File: src/hdl/tlw_pkg.sv
// Constants for the trigger-line watchdog routing block.
// Assumes a single 40 MHz clock and a byte-offset register port.
// Summary of operation
// - Expiry pulses selected lines for 200 ns
// - Nine line bits; bit 8 is star
// - Selected line edge expires the watchdog
// - Config bit 0 chooses sync or async
// - Sync mode samples lines every 100 ns
// - Async mode catches very short pulses
// - Async detection after reset
// - Config bit 2 enables rising edges
// - Config bit 1 enables falling edges
// - Timeout counted in 100 ns units
package tlw_pkg;
	// Clock and documented times
	localparam int CLK_PERIOD_PS = 25000;
	localparam int PULSE_TIME_NS = 200;
	localparam int SAMPLE_TIME_NS = 100;
	// Exact pulse length, floored
	localparam int PULSE_CYCLES = (PULSE_TIME_NS * 1000) / CLK_PERIOD_PS;
	// Least hold time, rounded up
	localparam int SAMPLE_CYCLES = (SAMPLE_TIME_NS * 1000 + CLK_PERIOD_PS - 1) / CLK_PERIOD_PS;
	// Bus and line geometry
	localparam int LINE_COUNT = 9;
	localparam int ADDR_W = 8;
	localparam int DATA_W = 16;
	// Register offsets
	localparam logic [7:0] OFS_EXPIRY_SEL = 8'h10;
	localparam logic [7:0] OFS_WDT_SEL = 8'h12;
	localparam logic [7:0] OFS_EDGE_CFG = 8'h16;
	// Edge configuration fields
	localparam int CFG_W = 3;
	localparam int CFG_SYNC_BIT = 0;
	localparam int CFG_FALL_BIT = 1;
	localparam int CFG_RISE_BIT = 2;
	localparam logic [2:0] CFG_RESET = 3'h0;
endpackage

File: src/hdl/tlw_top.sv
// Trigger-line routing and edge detection around the watchdog.
// Assumes line inputs and register strobes are synchronous to clk.
`timescale 1ns/1ps
module tlw_top #(
	parameter int LINES = tlw_pkg::LINE_COUNT
) (
	// Clock and reset
	input wire logic clk,
	input wire logic rst_n,
	// Register port
	input wire logic [tlw_pkg::ADDR_W-1:0] reg_addr,
	input wire logic reg_wr,
	input wire logic reg_rd,
	input wire logic [tlw_pkg::DATA_W-1:0] reg_wdata,
	output logic [tlw_pkg::DATA_W-1:0] reg_rdata,
	// Watchdog counter side
	input wire logic wdt_expire,
	output logic wdt_trig_expire,
	output logic tick_100ns,
	// Trigger lines, wired-OR style, driven high or released
	input wire logic [LINES-1:0] trig_in,
	output logic [LINES-1:0] trig_out,
	output logic [LINES-1:0] trig_oe
);

	// Refuse widths the 16-bit registers cannot hold
	if (LINES < 1 || LINES > tlw_pkg::DATA_W) begin : g_bad_lines
		$error("LINES must be between 1 and 16");
	end

	// Counter widths sized to hold the documented counts
	localparam int PCW = $clog2(tlw_pkg::PULSE_CYCLES + 1);
	localparam int TCW = $clog2(tlw_pkg::SAMPLE_CYCLES + 1);
	localparam logic [PCW-1:0] PULSE_LOAD = PCW'(tlw_pkg::PULSE_CYCLES);
	localparam logic [TCW-1:0] TICK_LAST = TCW'(tlw_pkg::SAMPLE_CYCLES - 1);

	// Configuration registers
	logic [LINES-1:0] expiry_sel_q; // Lines pulsed on expiry
	logic [LINES-1:0] wdt_sel_q; // Lines allowed to expire the watchdog
	logic [tlw_pkg::CFG_W-1:0] cfg_q; // Rise, fall, sync mode
	logic [tlw_pkg::DATA_W-1:0] rdata_q; // Read answer
	// Timing state
	logic [TCW-1:0] tick_cnt_q; // 100 ns divider
	logic tick_q; // One-cycle 100 ns enable
	logic [PCW-1:0] pulse_cnt_q; // Remaining pulse cycles
	logic [PCW-1:0] pulse_cnt_d;
	logic pulse_on_q; // Pulse in progress
	logic [LINES-1:0] oe_q; // Line drive enables
	// Edge detection state
	logic [LINES-1:0] line_q; // Registered line levels
	logic [LINES-1:0] line_prev_q; // Previous cycle levels
	logic [LINES-1:0] samp_q; // Level at last 100 ns sample
	logic [LINES-1:0] rise_hit; // Rising edges this cycle
	logic [LINES-1:0] fall_hit; // Falling edges this cycle
	logic trig_exp_q; // Expiry request to the watchdog
	logic cfg_written_q; // Helper: config ever written

	// Address decode on the full byte offset, so no aliases
	// Strobes are one-cycle pulses, so no edge detect is needed
	wire wr_expiry = reg_wr && (reg_addr == tlw_pkg::OFS_EXPIRY_SEL);
	wire wr_wdt = reg_wr && (reg_addr == tlw_pkg::OFS_WDT_SEL);
	wire wr_cfg = reg_wr && (reg_addr == tlw_pkg::OFS_EDGE_CFG);
	wire mode_sync = cfg_q[tlw_pkg::CFG_SYNC_BIT];
	wire sense_rise = cfg_q[tlw_pkg::CFG_RISE_BIT];
	wire sense_fall = cfg_q[tlw_pkg::CFG_FALL_BIT];

	// Register writes; upper bits are not stored, so they read as zero
	// Software must still write zeros there; nothing here checks it
	always_ff @(posedge clk or negedge rst_n) begin
		if (!rst_n) begin
			expiry_sel_q <= '0;
			wdt_sel_q <= '0;
			cfg_q <= tlw_pkg::CFG_RESET;
			cfg_written_q <= 1'b0;
		end else begin
			if (wr_expiry) begin
				expiry_sel_q <= reg_wdata[LINES-1:0];
			end
			if (wr_wdt) begin
				wdt_sel_q <= reg_wdata[LINES-1:0];
			end
			if (wr_cfg) begin
				cfg_q <= reg_wdata[tlw_pkg::CFG_W-1:0];
				cfg_written_q <= 1'b1;
			end
		end
	end

	// Read mux; unmapped offsets answer zero
	always_ff @(posedge clk or negedge rst_n) begin
		if (!rst_n) begin
			rdata_q <= '0;
		end else if (reg_rd) begin
			rdata_q <= '0;
			case (reg_addr)
				tlw_pkg::OFS_EXPIRY_SEL: rdata_q[LINES-1:0] <= expiry_sel_q;
				tlw_pkg::OFS_WDT_SEL: rdata_q[LINES-1:0] <= wdt_sel_q;
				tlw_pkg::OFS_EDGE_CFG: rdata_q[tlw_pkg::CFG_W-1:0] <= cfg_q;
				default: rdata_q <= '0;
			endcase
		end
	end

	// 100 ns enable; also the timeout unit for the watchdog counter
	always_ff @(posedge clk or negedge rst_n) begin
		if (!rst_n) begin
			tick_cnt_q <= '0;
			tick_q <= 1'b0;
		end else if (tick_cnt_q == TICK_LAST) begin
			tick_cnt_q <= '0;
			tick_q <= 1'b1;
		end else begin
			tick_cnt_q <= tick_cnt_q + 1'b1;
			tick_q <= 1'b0;
		end
	end

	// Pulse length; a new expiry restarts the full length
	// Trade-off: a restart stretches the pulse rather than leaving a gap
	always_comb begin
		if (wdt_expire) begin
			pulse_cnt_d = PULSE_LOAD;
		end else if (pulse_cnt_q != '0) begin
			pulse_cnt_d = pulse_cnt_q - 1'b1;
		end else begin
			pulse_cnt_d = '0;
		end
	end

	// Pulse drive; only selected lines, released otherwise
	always_ff @(posedge clk or negedge rst_n) begin
		if (!rst_n) begin
			pulse_cnt_q <= '0;
			pulse_on_q <= 1'b0;
			oe_q <= '0;
		end else begin
			pulse_cnt_q <= pulse_cnt_d;
			pulse_on_q <= (pulse_cnt_d != '0);
			oe_q <= (pulse_cnt_d != '0) ? expiry_sel_q : '0;
		end
	end

	// Line sampling; async compares every clock, sync every tick
	// The sample runs in both modes, so a mode switch needs no warm-up
	always_ff @(posedge clk or negedge rst_n) begin
		if (!rst_n) begin
			line_q <= '0;
			line_prev_q <= '0;
			samp_q <= '0;
		end else begin
			line_q <= trig_in;
			line_prev_q <= line_q;
			if (tick_q) begin
				samp_q <= line_q;
			end
		end
	end

	// Per-line edge terms; same settings for every line
	// Limitation: async mode cannot see pulses shorter than one clock
	for (genvar i = 0; i < LINES; i++) begin : g_edge
		always_comb begin
			if (mode_sync) begin
				// Only levels held across a 100 ns sample count
				rise_hit[i] = tick_q && line_q[i] && !samp_q[i];
				fall_hit[i] = tick_q && !line_q[i] && samp_q[i];
			end else begin
				// Inputs arrive clock-synchronous, so the shortest caught pulse is one clock
				rise_hit[i] = line_q[i] && !line_prev_q[i];
				fall_hit[i] = !line_q[i] && line_prev_q[i];
			end
		end
	end

	// Expiry request from any enabled line with an enabled edge
	// Registered, so the watchdog sees a clean request; edges in back-to-back cycles give a request of several cycles
	always_ff @(posedge clk or negedge rst_n) begin
		if (!rst_n) begin
			trig_exp_q <= 1'b0;
		end else begin
			trig_exp_q <= |(wdt_sel_q & ((rise_hit & {LINES{sense_rise}}) |
				(fall_hit & {LINES{sense_fall}})));
		end
	end

	// Outputs straight from flops
	// Level and enable share one flop: a driven line goes high
	assign reg_rdata = rdata_q;
	assign wdt_trig_expire = trig_exp_q;
	assign tick_100ns = tick_q;
	assign trig_oe = oe_q;
	assign trig_out = oe_q;

	// Checks on the expiry pulse
	// Full 200 ns after each expiry, a restart included
	AST_PULSE_HOLD: assert property (@(posedge clk) disable iff (!rst_n)
		wdt_expire |=> pulse_on_q [*8])
		else $error("expiry pulse shorter than 200 ns");
	// Released once 200 ns pass with no new expiry
	AST_PULSE_END: assert property (@(posedge clk) disable iff (!rst_n)
		(wdt_expire ##1 (!wdt_expire) [*8]) |=> !pulse_on_q && (oe_q == '0))
		else $error("expiry pulse longer than 200 ns");
	// Drive starts on the selected lines right after expiry
	AST_PULSE_START: assert property (@(posedge clk) disable iff (!rst_n)
		wdt_expire |=> (oe_q == $past(expiry_sel_q)))
		else $error("expiry pulse not on the selected lines");
	// Nothing driven outside a pulse
	AST_IDLE_RELEASE: assert property (@(posedge clk) disable iff (!rst_n)
		!pulse_on_q |-> (oe_q == '0))
		else $error("line driven outside a pulse");
	// A driven line goes high, so level and enable agree
	AST_LINE_LEVEL: assert property (@(posedge clk) disable iff (!rst_n)
		trig_out == trig_oe)
		else $error("line level differs from its enable");
	// Never drive a line that was not selected
	AST_SEL_ONLY: assert property (@(posedge clk) disable iff (!rst_n)
		##1 ((oe_q & ~$past(expiry_sel_q)) == '0))
		else $error("unselected line driven");
	// Checks on the register port
	// Select writes land whole at the strobe edge
	AST_WR_EXPIRY_SEL: assert property (@(posedge clk) disable iff (!rst_n)
		(reg_wr && reg_addr == tlw_pkg::OFS_EXPIRY_SEL)
		|=> (expiry_sel_q == LINES'($past(reg_wdata))))
		else $error("expiry select write lost");
	AST_WR_WDT_SEL: assert property (@(posedge clk) disable iff (!rst_n)
		(reg_wr && reg_addr == tlw_pkg::OFS_WDT_SEL)
		|=> (wdt_sel_q == LINES'($past(reg_wdata))))
		else $error("watchdog select write lost");
	// Only the three configuration bits are kept
	AST_WR_CFG: assert property (@(posedge clk) disable iff (!rst_n)
		(reg_wr && reg_addr == tlw_pkg::OFS_EDGE_CFG)
		|=> (cfg_q == tlw_pkg::CFG_W'($past(reg_wdata))))
		else $error("edge config write lost");
	// Bits above the line count are never stored
	AST_RDATA_UPPER: assert property (@(posedge clk) disable iff (!rst_n)
		((reg_rdata >> LINES) == '0))
		else $error("unstored bits read as one");
	// Read answer stands until the next read
	AST_RDATA_HOLD: assert property (@(posedge clk) disable iff (!rst_n)
		!reg_rd |=> $stable(reg_rdata))
		else $error("read answer changed without a read");
	// Unmapped offsets answer zero
	AST_UNMAPPED_READ: assert property (@(posedge clk) disable iff (!rst_n)
		(reg_rd && reg_addr != tlw_pkg::OFS_EXPIRY_SEL && reg_addr != tlw_pkg::OFS_WDT_SEL
		&& reg_addr != tlw_pkg::OFS_EDGE_CFG) |=> (reg_rdata == '0))
		else $error("unmapped read not zero");
	// Config readback carries the stored bits
	AST_READBACK: assert property (@(posedge clk) disable iff (!rst_n)
		(reg_rd && reg_addr == tlw_pkg::OFS_EDGE_CFG)
		|=> reg_rdata == {{(tlw_pkg::DATA_W-tlw_pkg::CFG_W){1'b0}}, $past(cfg_q)})
		else $error("config readback wrong");
	// Checks on the time base
	// One enable every 100 ns, also the timeout unit
	AST_TICK_RATE: assert property (@(posedge clk) disable iff (!rst_n)
		tick_q |=> (!tick_q) [*3] ##1 tick_q)
		else $error("100 ns enable period wrong");
	// Checks on edge detection
	// Async until software writes the mode bit
	AST_ASYNC_AT_RESET: assert property (@(posedge clk) disable iff (!rst_n)
		!cfg_written_q |-> !mode_sync)
		else $error("sync mode before software chose it");
	// Async: a one-clock change on any selected line counts
	AST_ASYNC_RISE: assert property (@(posedge clk) disable iff (!rst_n)
		(!mode_sync && sense_rise && ((wdt_sel_q & line_q & ~line_prev_q) != '0))
		|=> wdt_trig_expire)
		else $error("async rising edge missed");
	AST_FALL_SENSE: assert property (@(posedge clk) disable iff (!rst_n)
		(!mode_sync && sense_fall && ((wdt_sel_q & ~line_q & line_prev_q) != '0))
		|=> wdt_trig_expire)
		else $error("falling edge missed");
	// Async: no change, no expiry
	AST_ASYNC_QUIET: assert property (@(posedge clk) disable iff (!rst_n)
		(!mode_sync && (line_q == line_prev_q)) |=> !wdt_trig_expire)
		else $error("async expiry with no line change");
	// Sync: a new level at a sample counts
	AST_SYNC_RISE: assert property (@(posedge clk) disable iff (!rst_n)
		(mode_sync && tick_q && sense_rise && ((wdt_sel_q & line_q & ~samp_q) != '0))
		|=> wdt_trig_expire)
		else $error("sync rising edge missed");
	// Sync: same level at a sample, no expiry
	AST_SYNC_HELD: assert property (@(posedge clk) disable iff (!rst_n)
		(mode_sync && tick_q && (line_q == samp_q)) |=> !wdt_trig_expire)
		else $error("sync expiry with no level change");
	// Sync: nothing between samples
	AST_SYNC_TICK: assert property (@(posedge clk) disable iff (!rst_n)
		(mode_sync && !tick_q) |=> !wdt_trig_expire)
		else $error("sync expiry off the 100 ns sample");
	// Unselected lines and disabled edges stay silent
	AST_NO_SEL: assert property (@(posedge clk) disable iff (!rst_n)
		(wdt_sel_q == '0) |=> !wdt_trig_expire)
		else $error("expiry from unselected line");
	AST_NO_SENSE: assert property (@(posedge clk) disable iff (!rst_n)
		(!sense_rise && !sense_fall) |=> !wdt_trig_expire)
		else $error("expiry with no edge enabled");
	// Main scenarios
	COV_PULSE: cover property (@(posedge clk) disable iff (!rst_n)
		wdt_expire ##1 (oe_q != '0));
	COV_PULSE_RESTART: cover property (@(posedge clk) disable iff (!rst_n)
		pulse_on_q && wdt_expire);
	COV_SYNC_TRIG: cover property (@(posedge clk) disable iff (!rst_n)
		mode_sync ##1 wdt_trig_expire);
	COV_ASYNC_FALL: cover property (@(posedge clk) disable iff (!rst_n)
		(!mode_sync && sense_fall && !sense_rise) ##1 wdt_trig_expire);
	COV_BOTH_EDGES: cover property (@(posedge clk) disable iff (!rst_n)
		(!mode_sync && sense_rise && sense_fall) ##1 wdt_trig_expire ##1 wdt_trig_expire);

endmodule

File: config.mk
export PLATFORM = sky130hd
export DESIGN_NAME = tlw_top
export DESIGN_NICKNAME = d
export VERILOG_FILES = /design/src/hdl/tlw_pkg.sv /design/src/hdl/tlw_top.sv
export SDC_FILE = /design/constraint.sdc
export NUM_CORES = 1
export LEC_CHECK = 0
export CORE_ASPECT_RATIO = 0.75
export CORE_MARGIN = 2
export CORE_UTILIZATION = 55
export CTS_CLUSTER_DIAMETER = 120
export DETAILED_ROUTE_END_ITERATION = 16
export DONT_BUFFER_PORTS = 1
export GPL_TIMING_DRIVEN = 0
export PLACE_DENSITY = 0.7
export SETUP_SLACK_MARGIN = 0.3
export SLEW_MARGIN = 5
export SYNTH_ARGS = -nofsm -noshare
export SYNTH_HDL_FRONTEND = slang
export SYNTH_SLANG_ARGS = --single-unit
export TNS_END_PERCENT = 10
File: constraint.sdc
create_clock -name clk -period 4.51 [get_ports clk]
set_input_delay 0.902 -clock clk [delete_from_list [all_inputs] [get_ports clk]]
set_output_delay 0.902 -clock clk [all_outputs]
set_load 0.01 [all_outputs]
==> results.yml <==
power:
  pwr-share-clk_pct: 36.8
  comb_power_share_pct: 9.0
  ir_worst_vdd_v: 0.0002196
  p_per_area_nw_per_um2: 377.3
  power_leakage_nw: 1.631
  p_int_mw: 1.028
  swShare_pct: 25.45
  share_seq_of_total_power_pct: 54.2
  power.switching_mw: 0.3508
critical_path:
  crit_fanout: 10
  required_ps: 4760
  reg2reg_setup_slack_ps: 2360
  worst_ep_arrival_time_ps: 2550
  slowest_stage: "or4b_4"
  r2r_cells: 6
  rr_startpoint: "tick_100ns$_DFF_PN0_"
  rr_endpoint: "wdt_trig_expire$_DFF_PN0_"
  crit_path_start_kind: "input port"
  end_kind: "register"
  cpPeakStageDelay_ps: 540
  critical_path_class: "in -> reg"
  cp_cell_sequence: "or4b_4 -> nor4_4 -> and3_4 -> buf_8 -> mux2_4"
floorplan:
  fp.dieArea_sq_um: 6720
  start_util_pct: 57.35
  die_h_um: 71.50
  num_io_pins: 74
  die_w_um: 93.99
  rows: 24
  core_area_sq_um: 5826
final_layout:
  drive_above_1_share_pct: 25.00
  final_common_cell: "dfrtp_1"
  antenna_cells: 0
  final_cell_mix: "dfrtp_1, mux2_2, buf_4, inv_1, nand3_1"
  area_growth_pct: 9.363
  fin_nets: 336
logic_synthesis:
  ys_async_sr_fraction_pct: 100.0
  ys_seq_elements: 75
  syn_inst: 278
  netlist_area_sq_um: 3341
  ys_types: 45
  yosysWarnings: 0
  ys_seq_area_share_pct: 56.18
  synth_edf_count: 0
  synth_ff_type: "dfrtp_1"
  syn_avg_cell_area_sq_um: 12.02
route:
  post_drt_wl_per_cell_um: 17.01
  drc: 0
  wl_met1_um: 3144
  avgViaCountPerCell: 5.574
  first_pass_iters: 4
  top_layer_used: "met4"
  drtAntennaViolNets: 0
  drt_iter0_drc: 164
  drt_wl_total_um: 6429
  wl_met2_um: 2828
  num_vias: 2107
  wl_met3_um: 372
cts:
  h-tree-depth: 3
  ctsRootBufferMaster: "clkbuf_8"
  cts_buffers: 9
  postCtsSetupBuffers: 0
  clkTransAtPathRegs_ps: 80
  cts.path.max_buffers: 2
  insertion_delay_ps: 360
  clock-sinks: 75
  ctsHoldBuffers: 0
  cts_tree: "yes"
  ctsResizeCount: 0
global_route:
  gr-total-overflow: 0
  grt_max_degree: 76
  antenna_found_initial: 0
  grt_pass1_vias: 2076
  track_usage_pct: 20.52
  grt_pass1_wl_um: 10280
timing:
  rsz0062_at_grt: "false"
  setup_viol_count_final: 0
  hold_violations: 0
  tightestPinTransition_ps: 654.5
  fin_crit_sh_pct: 51.16
  fin_crit_ps: 2307
  fin_skew_ps: 9.849
  relSlewSlack_pct: 56.37
  fmax_mhz: 433.4
  whs_ps: 237.1
  drv_slew: 0
  tns_ps: 0
placement:
  port_buffers: 0
  hpwlAfterDp_um: 4589
  gp_congestion: 0.8707
status:
  status: "complete, no violations"
run:
  maxCapViolations: 0
min_path:
  hp-class: "in -> async"
==> through the flow <==
stage | setup WS (ps) | instance area [sq um] | utilization, % | std cells | total power [mW]
finish | 2203 | 3654 | 62.71 | 378 | 1.379
global route | 2134 | 3654 | 62.71 | 378 | 1.431
CTS | 2204 | 3654 | 62.71 | 378 | 1.388
detailed placement | 1824 | 3461 | 59.41 | 362 | 0.8852
global placement | 1846 | 3461 | 59.41 | 362 | 0.8786
floorplan | 1993 | 3363 | - | 284 | 0.8532
==> metal layers <==
layer | vias up | GRT usage (%)
li1 | 989 | -
met1 | 1046 | 29.65
met2 | 62 | 28.89
met3 | 10 | 7.256
met4 | 0 | 7.407
met5 | - | 0
==> synthesized netlist by cell type (3+ instances only) <==
library cell  number  area [sq um]
mux2_2            32         360.4
nand3b_1           3         22.52
nor3_1             3         15.01
nor2_1            10         37.54
nand2_1            8         30.03
dfrtp_1           75          1877
a22oi_1            3         22.52
nand3_1           13         65.06
o21ai_0           11         55.05
clkbuf_1           6         22.52
nor2b_1           12         75.07
nand4b_1           5         43.79
o22ai_1            5         31.28
a211oi_1           3         22.52
inv_1             15         56.30
buf_4             16         120.1
and2_1             9         56.30
nand2b_1           5         31.28
a31oi_1            7         43.79
mux2_4             4         60.06
ha_1               3         37.54
==> cell type report <==
type / instances / area (sq um)
buffer: 27 / 182.7
clock buffer: 9 / 123.9
clock inverter: 7 / 68.82
fill: 504 / 2172
inverter: 15 / 56.30
multi-input combinational: 167 / 1247
sequential: 75 / 1877
tap: 78 / 97.59
==> how the worst max path moves through the flow <==
stage / cells past startpoint / to / startpoint / slack (ps)
final: 5 / wdt_sel_q[2]$_DFFE_PN0P_ / reg_addr[5] / 2200
after global routing: 5 / wdt_sel_q[6]$_DFFE_PN0P_ / reg_addr[5] / 2130
after CTS: 5 / expiry_sel_q[4]$_DFFE_PN0P_ / reg_addr[5] / 2200
after detailed placement: 5 / wdt_sel_q[2]$_DFFE_PN0P_ / reg_addr[5] / 1820
after global placement: 5 / wdt_sel_q[2]$_DFFE_PN0P_ / reg_addr[5] / 1850
after floorplan: 5 / wdt_sel_q[2]$_DFFE_PN0P_ / reg_addr[5] / 1990
==> power groups by stage <==
stage	logic (mW)	clock network, mW	registers, mW
2_1_floorplan	0.104	0	0.749
3_3_place_gp	0.121	0	0.758
3_5_place_dp	0.125	0	0.760
4_1_cts	0.126	0.515	0.747
5_1_grt	0.142	0.537	0.752
6_report	0.125	0.507	0.747
==> critical path: cells and delay by family <==
| family | cells | cell delay (ps) |
|---|---|---|
| buffers and inverters | 1 | 140 |
| and+or+nand+nor | 3 | 1200 |
| muxes | 1 | 310 |
==> sequential cells by signal (all words and copies together), names as in the netlist <==
| name | count |
|---|---|
| trig_oe | 9 |
| expiry_sel_q | 9 |
| line_q | 9 |
| tick_cnt_q | 3 |
| wdt_sel_q | 9 |
| wdt_trig_expire | 1 |
| reg_rdata | 9 |
| tick_100ns | 1 |
| line_prev_q | 9 |
| pulse_cnt_q | 4 |
| samp_q | 9 |
| cfg_q | 3 |
==> logic make-up after synthesis <==
group / Yosys count / share of synthesized area (%)
simple gates: 80 / 14.57
flops: 75 / 56.18
buf+inv: 42 / 7.153
compound gates: 40 / 8.015
mux: 36 / 12.58
fa+ha+maj: 3 / 1.124
other cells: 1 / 0.1123
xor+xnor: 1 / 0.2622
Power figures use the tool's default switching activity.
